--- config.mk ---
export PLATFORM = sky130hd
export DESIGN_NAME = udp_stream_host
export DESIGN_NICKNAME = d
export VERILOG_FILES = /design/src/pkg/udp_host_pkg.sv /design/src/design/udp_stream_host.sv
export VERILOG_INCLUDE_DIRS = /design/src /design/src/pkg
export SDC_FILE = /design/constraint.sdc
export NUM_CORES = 1
export LEC_CHECK = 0
export ABC_AREA = 1
export CORE_UTILIZATION = 55
export CTS_BUF_LIST = sky130_fd_sc_hd__clkbuf_8
export DETAILED_ROUTE_END_ITERATION = 10
export DONT_BUFFER_PORTS = 1
export GPL_ROUTABILITY_DRIVEN = 0
export PLACE_DENSITY_LB_ADDON = 0.2
export SLEW_MARGIN = 5
export SYNTH_ARGS = -nofsm -noshare
export SYNTH_HDL_FRONTEND = slang
export SYNTH_SLANG_ARGS = --single-unit
--- constraint.sdc ---
create_clock -name pclk -period 2.57 [get_ports pclk]
set_clock_uncertainty 0.2 [all_clocks]
set_input_delay 0.1285 -clock pclk [delete_from_list [all_inputs] [get_ports pclk]]
set_output_delay 0.1285 -clock pclk [all_outputs]
set_load 0.01 [all_outputs]
--- src/pkg/udp_host_consts.svh ---
`ifndef UDP_HOST_CONSTS_SVH
`define UDP_HOST_CONSTS_SVH

// register byte offsets
`define OFS_CTRL 8'h00
`define OFS_LEN 8'h04
`define OFS_SEED 8'h08
`define OFS_DEST_ADDR 8'h0C
`define OFS_DEST_PORT 8'h10
`define OFS_STATUS 8'h14
`define OFS_RX_LO 8'h18
`define OFS_RX_HI 8'h1C
`define OFS_RX_SENDER 8'h20
`define OFS_RX_PORT 8'h24
`define OFS_FRAMES 8'h28

// control bits
`define CTRL_START 0
`define CTRL_DEV_RESET 1

// status bits
`define ST_BUSY 0
`define ST_AFULL 1
`define ST_OVERFLOW 2
`define ST_LINK 3
`define ST_BAD 4
`define ST_OVERRUN 5
`define ST_PORT_REJ 6
`define ST_RX_ACT 7
`define ST_TX_ACT 8

// frame limits and defaults
`define TX_MAX_WORDS 11'h440
`define PORT_MIN 16'hC000
`define RST_LEN 11'h001
`define RST_SEED 32'h0000_0000
`define RST_DEST_ADDR 32'hC0A8_0101
`define RST_DEST_PORT 16'hC000

`endif

--- src/pkg/udp_host_pkg.sv ---
package udp_host_pkg;

    typedef enum logic [0:0] {
        ST_IDLE = 1'b0,
        ST_SEND = 1'b1
    } tx_state_t;

    // words pushed toward the transceiver
    typedef struct packed {
        logic [63:0] word;
        logic accept;
        logic last;
        logic [31:0] target_address;
        logic [15:0] target_port;
    } send_bus_t;

    // words coming back from the transceiver
    typedef struct packed {
        logic valid;
        logic [63:0] word;
        logic last;
        logic bad_frame;
        logic overrun;
        logic [31:0] sender_address;
        logic [15:0] sender_port;
    } recv_bus_t;

    // device status levels
    typedef struct packed {
        logic nearly_full;
        logic overflowed;
        logic link_up;
        logic rx_activity;
        logic tx_activity;
    } dev_status_t;

    typedef struct packed {
        tx_state_t st;
        logic [10:0] len;
        logic [10:0] idx;
        logic [31:0] seed;
        logic [31:0] dest_addr;
        logic [15:0] dest_port;
        send_bus_t snd;
        logic dev_reset;
        logic [63:0] rx_word;
        logic [31:0] rx_sender;
        logic [15:0] rx_port;
        logic [15:0] rx_frames;
        logic [15:0] tx_frames;
        logic bad_seen;
        logic ovr_seen;
        logic port_rej;
        logic [31:0] prdata;
        logic pslverr;
    } host_state_t;

endpackage

--- src/design/udp_stream_host.sv ---
`timescale 1ns/100ps
`include "udp_host_consts.svh"

// Notes on behaviour
// - each accept strobe carries one 64-bit word the device stores
// - frame-last rises only together with the accept of the final word
// - target address and port are valid in the frame-last cycle
// - frames never exceed 1088 words (8704 bytes)
// - no new word is pushed in the cycle after nearly-full is seen high
// - each presented receive word is acknowledged, then the next appears
// - overrun comes with frame-last; device stalls until acknowledged
// - overrun acknowledge is tied straight to the overrun input
// - target address is one 32-bit value, first octet on top
// - target ports are chosen from 49152 to 65535
module udp_stream_host (
    input wire logic pclk,
    input wire logic presetn,
    input wire logic psel,
    input wire logic penable,
    input wire logic pwrite,
    input wire logic [7:0] paddr,
    input wire logic [31:0] pwdata,
    output logic [31:0] prdata,
    output logic pready,
    output logic pslverr,
    output udp_host_pkg::send_bus_t send_out,
    output logic dev_reset,
    input wire udp_host_pkg::recv_bus_t recv_in,
    output logic recv_ack,
    output logic recv_overrun_ack,
    input wire udp_host_pkg::dev_status_t dev_status
);

    udp_host_pkg::host_state_t s_ff;
    udp_host_pkg::host_state_t nxt_s;
    logic wr_en;
    logic rd_setup;
    logic [8:0] status_word;

    ////////////////////////////////////////////////////////////////////
    // bus decode

    // zero wait states: read data is latched in the setup cycle
    assign pready = 1'b1;
    assign wr_en = psel & penable & pwrite;
    assign rd_setup = psel & ~penable & ~pwrite;
    assign prdata = s_ff.prdata;
    assign pslverr = s_ff.pslverr;

    function automatic logic mapped(input logic [7:0] a);
        mapped = (a == `OFS_CTRL) || (a == `OFS_LEN) || (a == `OFS_SEED)
            || (a == `OFS_DEST_ADDR) || (a == `OFS_DEST_PORT)
            || (a == `OFS_STATUS) || (a == `OFS_RX_LO)
            || (a == `OFS_RX_HI) || (a == `OFS_RX_SENDER)
            || (a == `OFS_RX_PORT) || (a == `OFS_FRAMES);
    endfunction

    // live and sticky status
    always_comb begin
        status_word = '0;
        status_word[`ST_BUSY] = (s_ff.st == udp_host_pkg::ST_SEND);
        status_word[`ST_AFULL] = dev_status.nearly_full;
        status_word[`ST_OVERFLOW] = dev_status.overflowed;
        status_word[`ST_LINK] = dev_status.link_up;
        status_word[`ST_BAD] = s_ff.bad_seen;
        status_word[`ST_OVERRUN] = s_ff.ovr_seen;
        status_word[`ST_PORT_REJ] = s_ff.port_rej;
        status_word[`ST_RX_ACT] = dev_status.rx_activity;
        status_word[`ST_TX_ACT] = dev_status.tx_activity;
    end

    ////////////////////////////////////////////////////////////////////
    // receive side: always ready, so ack follows valid

    assign recv_ack = recv_in.valid;
    // straight tie lets the device recover on its own
    assign recv_overrun_ack = recv_in.overrun;

    ////////////////////////////////////////////////////////////////////
    // next state

    always_comb begin
        nxt_s = s_ff;
        nxt_s.snd.accept = 1'b0;
        nxt_s.snd.last = 1'b0;
        nxt_s.dev_reset = 1'b0;
        nxt_s.pslverr = 1'b0;

        // register writes
        if (wr_en) begin
            case (paddr)
                `OFS_CTRL: begin
                    if (pwdata[`CTRL_START] && s_ff.len != 11'h000
                        && s_ff.st == udp_host_pkg::ST_IDLE) begin
                        nxt_s.st = udp_host_pkg::ST_SEND;
                        nxt_s.idx = '0;
                    end
                    // only way out of a device overflow
                    if (pwdata[`CTRL_DEV_RESET]) begin
                        nxt_s.dev_reset = 1'b1;
                        nxt_s.st = udp_host_pkg::ST_IDLE;
                    end
                end
                `OFS_LEN: begin
                    // longer frames are clipped, never sent as asked
                    if (pwdata[10:0] > `TX_MAX_WORDS || pwdata[31:11] != '0)
                        nxt_s.len = `TX_MAX_WORDS;
                    else
                        nxt_s.len = pwdata[10:0];
                end
                `OFS_SEED: nxt_s.seed = pwdata;
                // first octet sits in the top byte
                `OFS_DEST_ADDR: nxt_s.dest_addr = pwdata;
                `OFS_DEST_PORT: begin
                    if (pwdata[15:0] >= `PORT_MIN) begin
                        nxt_s.dest_port = pwdata[15:0];
                        nxt_s.port_rej = 1'b0;
                    end else begin
                        nxt_s.port_rej = 1'b1;
                    end
                end
                `OFS_STATUS: begin
                    if (pwdata[`ST_BAD])
                        nxt_s.bad_seen = 1'b0;
                    if (pwdata[`ST_OVERRUN])
                        nxt_s.ovr_seen = 1'b0;
                    if (pwdata[`ST_PORT_REJ])
                        nxt_s.port_rej = 1'b0;
                end
                default: nxt_s.pslverr = ~mapped(paddr);
            endcase
        end else if (psel & ~penable) begin
            nxt_s.pslverr = ~mapped(paddr);
        end

        // read data latched in the setup cycle
        if (rd_setup) begin
            case (paddr)
                `OFS_CTRL: nxt_s.prdata = {31'h0, status_word[`ST_BUSY]};
                `OFS_LEN: nxt_s.prdata = {21'h0, s_ff.len};
                `OFS_SEED: nxt_s.prdata = s_ff.seed;
                `OFS_DEST_ADDR: nxt_s.prdata = s_ff.dest_addr;
                `OFS_DEST_PORT: nxt_s.prdata = {16'h0, s_ff.dest_port};
                `OFS_STATUS: nxt_s.prdata = {23'h0, status_word};
                `OFS_RX_LO: nxt_s.prdata = s_ff.rx_word[31:0];
                `OFS_RX_HI: nxt_s.prdata = s_ff.rx_word[63:32];
                `OFS_RX_SENDER: nxt_s.prdata = s_ff.rx_sender;
                `OFS_RX_PORT: nxt_s.prdata = {16'h0, s_ff.rx_port};
                `OFS_FRAMES: nxt_s.prdata = {s_ff.rx_frames, s_ff.tx_frames};
                default: nxt_s.prdata = 32'h0000_0000;
            endcase
        end

        // frame sender; a word is pushed only when the device has room
        case (s_ff.st)
            udp_host_pkg::ST_IDLE: begin
            end
            udp_host_pkg::ST_SEND: begin
                // afull is late by one cycle, the margin absorbs that
                if (!dev_status.nearly_full && !dev_status.overflowed
                    && !nxt_s.dev_reset) begin
                    nxt_s.snd.accept = 1'b1;
                    nxt_s.snd.word = {s_ff.seed, 21'h0, s_ff.idx};
                    if (s_ff.idx == s_ff.len - 11'h001) begin
                        nxt_s.snd.last = 1'b1;
                        // address loaded with the last word only, then kept until the next
                        nxt_s.snd.target_address = s_ff.dest_addr;
                        nxt_s.snd.target_port = s_ff.dest_port;
                        nxt_s.st = udp_host_pkg::ST_IDLE;
                        nxt_s.tx_frames = s_ff.tx_frames + 16'h0001;
                    end else begin
                        nxt_s.idx = s_ff.idx + 11'h001;
                    end
                end
            end
            default: nxt_s.st = udp_host_pkg::ST_IDLE;
        endcase

        // capture each acknowledged receive word
        if (recv_in.valid) begin
            nxt_s.rx_word = recv_in.word;
            nxt_s.rx_sender = recv_in.sender_address;
            nxt_s.rx_port = recv_in.sender_port;
            if (recv_in.last) begin
                nxt_s.rx_frames = s_ff.rx_frames + 16'h0001;
                // set wins over a clear in the same cycle
                if (recv_in.bad_frame)
                    nxt_s.bad_seen = 1'b1;
                if (recv_in.overrun)
                    nxt_s.ovr_seen = 1'b1;
            end
        end
    end

    ////////////////////////////////////////////////////////////////////
    // state register

    always_ff @(posedge pclk or negedge presetn) begin
        if (!presetn) begin
            s_ff <= '0;
            s_ff.st <= udp_host_pkg::ST_IDLE;
            s_ff.len <= `RST_LEN;
            s_ff.seed <= `RST_SEED;
            s_ff.dest_addr <= `RST_DEST_ADDR;
            s_ff.dest_port <= `RST_DEST_PORT;
        end else begin
            s_ff <= nxt_s;
        end
    end

    assign send_out = s_ff.snd;
    assign dev_reset = s_ff.dev_reset;

    ////////////////////////////////////////////////////////////////////
    // checks

    // words in the frame now being pushed
    logic [10:0] frame_cnt_ff;
    always_ff @(posedge pclk or negedge presetn) begin
        if (!presetn)
            frame_cnt_ff <= '0;
        // a device reset drops the part frame, so the count restarts
        else if (dev_reset)
            frame_cnt_ff <= '0;
        else if (send_out.accept)
            frame_cnt_ff <= send_out.last ? 11'h000 : frame_cnt_ff + 11'h001;
    end

    property p_last_with_accept;
        @(posedge pclk) disable iff (!presetn)
        send_out.last |-> send_out.accept;
    endproperty
    a_last_with_accept: assert property (p_last_with_accept)
        else $error("frame-last without accept");

    property p_last_pulse;
        @(posedge pclk) disable iff (!presetn)
        send_out.last |=> !send_out.last;
    endproperty
    a_last_pulse: assert property (p_last_pulse)
        else $error("frame-last held two cycles");

    property p_stop_on_afull;
        @(posedge pclk) disable iff (!presetn)
        dev_status.nearly_full |=> !send_out.accept;
    endproperty
    a_stop_on_afull: assert property (p_stop_on_afull)
        else $error("word pushed after nearly-full");

    property p_frame_len;
        @(posedge pclk) disable iff (!presetn)
        send_out.accept |-> frame_cnt_ff < `TX_MAX_WORDS;
    endproperty
    a_frame_len: assert property (p_frame_len)
        else $error("frame longer than buffer");

    property p_ack_valid;
        @(posedge pclk) disable iff (!presetn)
        recv_ack == recv_in.valid;
    endproperty
    a_ack_valid: assert property (p_ack_valid)
        else $error("receive ack mismatched to valid");

    property p_rx_capture;
        @(posedge pclk) disable iff (!presetn)
        recv_in.valid |=> s_ff.rx_word == $past(recv_in.word);
    endproperty
    a_rx_capture: assert property (p_rx_capture)
        else $error("acknowledged word not captured");

    property p_overrun_seen;
        @(posedge pclk) disable iff (!presetn)
        recv_in.valid && recv_in.last && recv_in.overrun |=> s_ff.ovr_seen;
    endproperty
    a_overrun_seen: assert property (p_overrun_seen)
        else $error("overrun not recorded");

    property p_port_range;
        @(posedge pclk) disable iff (!presetn)
        send_out.last |-> send_out.target_port >= `PORT_MIN;
    endproperty
    a_port_range: assert property (p_port_range)
        else $error("target port below dynamic range");

    property p_last_target;
        @(posedge pclk) disable iff (!presetn)
        send_out.last |-> send_out.target_address == $past(s_ff.dest_addr)
            && send_out.target_port == $past(s_ff.dest_port);
    endproperty
    a_last_target: assert property (p_last_target)
        else $error("target not taken from the set address and port");

    // a blocked device takes nothing until it has been reset
    property p_hold_on_ovf;
        @(posedge pclk) disable iff (!presetn)
        dev_status.overflowed |=> !send_out.accept;
    endproperty
    a_hold_on_ovf: assert property (p_hold_on_ovf)
        else $error("word pushed while device overflowed");

endmodule

**After elaboration in Yosys (flattened, before gate mapping)**

Cells that the tools add are included.

- Register bits after elaboration: 377
- Input port bits: 166
- Word-level logic and storage cells: 118

- Add/sub/neg operators: 4
- Muxes and demuxes: 39
- Bitwise logic cells: 8
- Reductions and logical operators: 31
- Equal/unequal tests: 12
- Order comparisons: 2

Operators by type and width:

| cell | count |
|---|---|
| case mux 32 bit (11 select lines) | 1 |
| two-way mux 103 bit | 1 |
| two-way mux 50 bit | 2 |
| two-way mux 11 bit | 7 |
| two-way mux 32 bit | 2 |
| two-way mux 49 bit | 1 |
| adder 16 x 1 -> 16 bit (second input constant) | 2 |
| equality test 8 x 5 -> 1 bit (second input constant) | 4 |
| two-way mux 16 bit | 2 |
| equality test 8 x 6 -> 1 bit (second input constant) | 3 |
| nonzero test 21 bit | 1 |
| two-way mux 1 bit | 18 |
| equality test 8 x 4 -> 1 bit (second input constant) | 2 |
| >= comparator 16 bit (second input constant) | 1 |
| adder 11 x 1 -> 11 bit (second input constant) | 1 |
| equality test 11 bit | 1 |
| > comparator 11 bit (second input constant) | 1 |
| logical OR 1 bit | 11 |
| nonzero test 11 bit | 1 |
| subtractor 11 x 1 -> 11 bit (second input constant) | 1 |
| AND reduction 2 bit | 5 |
| AND reduction 3 bit | 3 |
| equality test 8 x 3 -> 1 bit (second input constant) | 1 |
| logical NOT 8 bit | 1 |
| other kinds (10) | 23 |

**Depth between registers and ports, before layout**

- Depth in word-level cells: 14
- Mapped depth: 16

**Worst setup path before layout**

No wires, ideal clock.

- Path type: register to register
- Start: register s_ff[386] in the netlist's numbering
- End: register s_ff[378] in the netlist's numbering
- Slack: 245 ps
- Data arrival time: 2,049 ps
- Stages on the path, launching flop included: 17
- Clock period less this slack: 2,325 ps
- Path through: dfstp_2 -> inv_1 -> ha_1 -> inv_1 -> nand2_1 -> nand3_1 -> nand2_1 -> nor2_1 -> nand2_1 -> nor2_1 -> nand2_1 -> nor2_1 -> nand2_2 -> nand2_4 -> buf_6 -> nand3_1 -> o21ai_1

RTL lines:

| what | line | source |
|---|---|---|
| from (decl) | udp_stream_host.sv:34 | `udp_host_pkg::host_state_t s_ff;` |
| from (signal assigned) | udp_stream_host.sv:207 | `s_ff <= nxt_s;` |

**Worst setup path after layout**

- Start: input port paddr[7]
- End: register s_ff[395] in the netlist's numbering

- Word-level cells in the longest chain between the ends: 2

Ends and longest elaborated chain:

| what | line | source |
|---|---|---|
| from (decl) | udp_stream_host.sv:21 | `input wire logic [7:0] paddr,` |
| equality test 8 x 3 -> 1 bit | udp_stream_host.sv:91 | `case (paddr)` |
| AND reduction 2 bit (no line) | - |  |

Every way passes these cells.
A chain may end at the register's enable or synchronous reset.

==> impl_metrics.env <==
export IMPL_p_int_mw=9.68
export IMPL_clkSinkCount=377
export IMPL_nNetsFinal=2553
export IMPL_grt_pass1_vias=16469
export IMPL_critPathKind="input port to flip-flop"
export IMPL_rows=65
export IMPL_clockPowerShare_pct=41.6
export IMPL_routed_via_density=5.74
export IMPL_slew_headroom_pct=26.3
export IMPL_dpl_cell_area_um2=17400
export IMPL_layout_cells_non_filler=2876
export IMPL_max_freq_mhz=381
export IMPL_drc=0
export IMPL_slew_violations=0
export IMPL_swShare_pct=25.8
export IMPL_synth_top_cell_area_share_pct=51.0
export IMPL_syn_to_final_growth_pct=26.7
export IMPL_worstMarginPinSlew_ps=1100
export IMPL_ys_top_cells_by_count="nand2_1 (541), dfrtp_1 (367), inv_1 (275), o21ai_0 (242), buf_4 (149)"
export IMPL_grt_total_usage_pct=37.3
export IMPL_rr_startpoint="s_ff[386]"
export IMPL_cts_inserted_buffers=60
export IMPL_start_util_pct=56.5
export IMPL_rrSetupSlack_ps=60
export IMPL_power_leakage_nw=10.7
export IMPL_cp_max_fo=10
export IMPL_die_h_um=183
export IMPL_setup_violations=3
export IMPL_root_buffer="clkbuf_8"
export IMPL_netlist_top_cells_area="dfrtp_1 (51%), nand2_1 (11%), o21ai_0 (6.7%), buf_4 (6.2%), inv_1 (5.7%)"
export IMPL_holdCritPathClass="input port to async pin"
export IMPL_antenna_found_initial=8
export IMPL_synth_distinct_cells=42
export IMPL_cp_required_ps=2940
export IMPL_max_stage_delay_ps=560
export IMPL_crit_chain="dlygate4sd3_1, inv_1, nand2_2, nor3_2, nand2_1, nor2_1, inv_2, nor3_2, buf_4, nand3_1, dlygate4sd3_1, o21ai_0"
export IMPL_syn_avg_cell_area_um2=8.48
export IMPL_synth_most_common_cell="nand2_1"
export IMPL_yosys_warnings=0
export IMPL_clkLatencyLatePin_ps=680
export IMPL_grt_pass1_wl_um=94000
export IMPL_ant_nets=0
export IMPL_grt_ovfl_total=0
export IMPL_cts_tree="yes"
export IMPL_drive_gt1_share_pct=9.87
export IMPL_die_area_um2=33500
export IMPL_path_clk_slew_ps=60
export IMPL_fin_crit_ps=2630
export IMPL_io_buffers=0
export IMPL_drt_first_pass_iters=6
export IMPL_routed_wl_um=64400
export IMPL_path_buf_inv=5
export IMPL_yosysSeqAreaShare_pct=52.4
export IMPL_placed_cells=2370
export IMPL_grt_max_degree=378
export IMPL_hpwlAfterDp_um=34300
export IMPL_synth_seq_cells=377
export IMPL_vdd_drop_max_mv=0.501
export IMPL_async_reset_ff_share_pct=100
export IMPL_startpoint_type="input port"
export IMPL_r2r_end="send_out[43]"
export IMPL_synth_area_um2=18000
export IMPL_detail_route_wl_per_cell_um=22.4
export IMPL_core_area_um2=31900
export IMPL_ys_flop_type="dfrtp_1"
export IMPL_arrival_ps=3000
export IMPL_syn_inst=2125
export IMPL_status="finished, violations left"
export IMPL_ff2ff_path_depth=14
export IMPL_pin_count=317
export IMPL_whs_ps=-1030
export IMPL_power_switching_mw=3.37
export IMPL_power_frac_comb_pct=9.4
export IMPL_p_seq_share_pct=49.0
export IMPL_post_route_period_util_pct=102
export IMPL_cts_buffer_depth=3
export IMPL_setup_slack_ps=-55.8
export IMPL_rsz0062_at_grt="yes"
export IMPL_drt_iter0_drc=1846
export IMPL_slowest_stage="dlygate4sd3_1"
export IMPL_power_density_nw_per_um2=571
export IMPL_htreeDepth=2
export IMPL_cp_end_kind="flip-flop"
export IMPL_synth_edff_count=0
export IMPL_final_cell_area_um2=22800
export IMPL_hold_viol=377
export IMPL_die_w_um=183
export IMPL_crit_family="buffers and inverters"
export IMPL_violations="hold timing, setup timing"
export IMPL_vias=16516
export IMPL_yosysTopAreaCell="dfrtp_1"
export IMPL_cap_violations=0
[cell families (layout without fill, tap and decap cells)]
group,count (synthesis),count (layout),synth area share (%)
AND/OR/NAND/NOR,733,733,16.8
buffers and inverters,520,807,14.2
AO/OA/AOI/OAI,423,423,12.7
flip-flops,377,377,52.4
XOR/XNOR,44,44,2.14
multiplexers,22,22,1.37
adder cells (fa/ha/maj),4,4,0.278
other,2,31,0.0417
[layer usage]
metal | wire length [um] | GRT usage (%) | up-vias
li1 | - | - | 7161
met1 | 22900 | 43.8 | 7821
met2 | 29400 | 59.4 | 1172
met3 | 7290 | 12.2 | 360
met4 | 4900 | 23.3 | 2
met5 | 14 | 0.148 | -
[worst reg2reg max path: stages, from the launching register on]
cell	delay (ps)
dfstp_2	530
inv_2	50
ha_4	170
inv_1	70
nand2_1	80
nand3_2	110
nand2_2	60
inv_1	50
nand3b_1	100
nor3_2	270
nand3_4	180
buf_12	200
buf_12	170
nand2_1	80
o21ai_1	70
[how the worst max path moves through the flow]
stage / from / end / slack (ps) / cells past startpoint
final: paddr[7] / s_ff[395] / -60 / 12
after global routing: paddr[7] / s_ff[395] / -100 / 12
after CTS: paddr[3] / send_out[2] / 30 / 13
after detailed placement: s_ff[386] / s_ff[44] / 40 / 14
after global placement: s_ff[386] / s_ff[38] / 90 / 14
after floorplan: s_ff[386] / s_ff[378] / 240 / 16
[per-stage QoR]
stage | setup WS [ps] | TNS, ps | utilization [%] | power, mW
floorplan | 245 | 0 | - | 6.90
global placement | 88.7 | 0 | 54.5 | 6.93
detailed placement | 39.2 | 0 | 54.5 | 6.96
CTS | 30.2 | 0 | 70.3 | 12.8
global route | -103 | -2140 | 71.6 | 13.4
finish | -55.8 | -64.2 | 71.6 | 13.1
[what timing repair did]
action / in CTS / in global routing
endpoints found under the hold margin: 686 / 385
endpoints found under the setup margin: 0 / 124
buffers inserted: 0 / 3
hold buffers: 374 / 1
resized for setup: 0 / 68
[layout make-up]
cell class                 count  area, um2
antenna                        9       22.5
clock buffer                  81       1110
clock inverter                30        144
fill                        2283       9040
inverter                     282       1070
multi-input combinational   1248       6240
sequential                   377       9450
tap                          435        544
timing repair buffer         414       4250
[power groups by stage]
| stage | sequential [mW] | clock [mW] | combinational [mW] |
|---|---|---|---|
| after detailed placement | 6.47 | 0 | 0.497 |
| after floorplan | 6.40 | 0 | 0.498 |
| after global routing | 6.41 | 5.71 | 1.31 |
| after CTS | 6.36 | 5.35 | 1.11 |
| after global placement | 6.46 | 0 | 0.477 |
| final | 6.39 | 5.43 | 1.23 |
[sequential cells by signal, indices dropped and copies added, names as in the netlist]
register / count
pslverr: 1
s_ff: 250
dev_reset: 1
prdata: 32
send_out: 93
[cells in the final DEF (no fill, tap or decap), types with 24 or more instances in the layout]
cell	netlist	layout
dlygate4sd3_1	0	373
o21ai_0	242	236
nand2_1	541	527
dfrtp_1	367	363
xor2_1	34	34
o22ai_1	71	71
inv_1	275	289
nand3_1	56	52
o21ai_1	50	51
clkbuf_8	0	81
nor2_1	67	58
a21oi_1	36	33
buf_4	149	24
No activity file was read; power rests on OpenSTA's default activity.
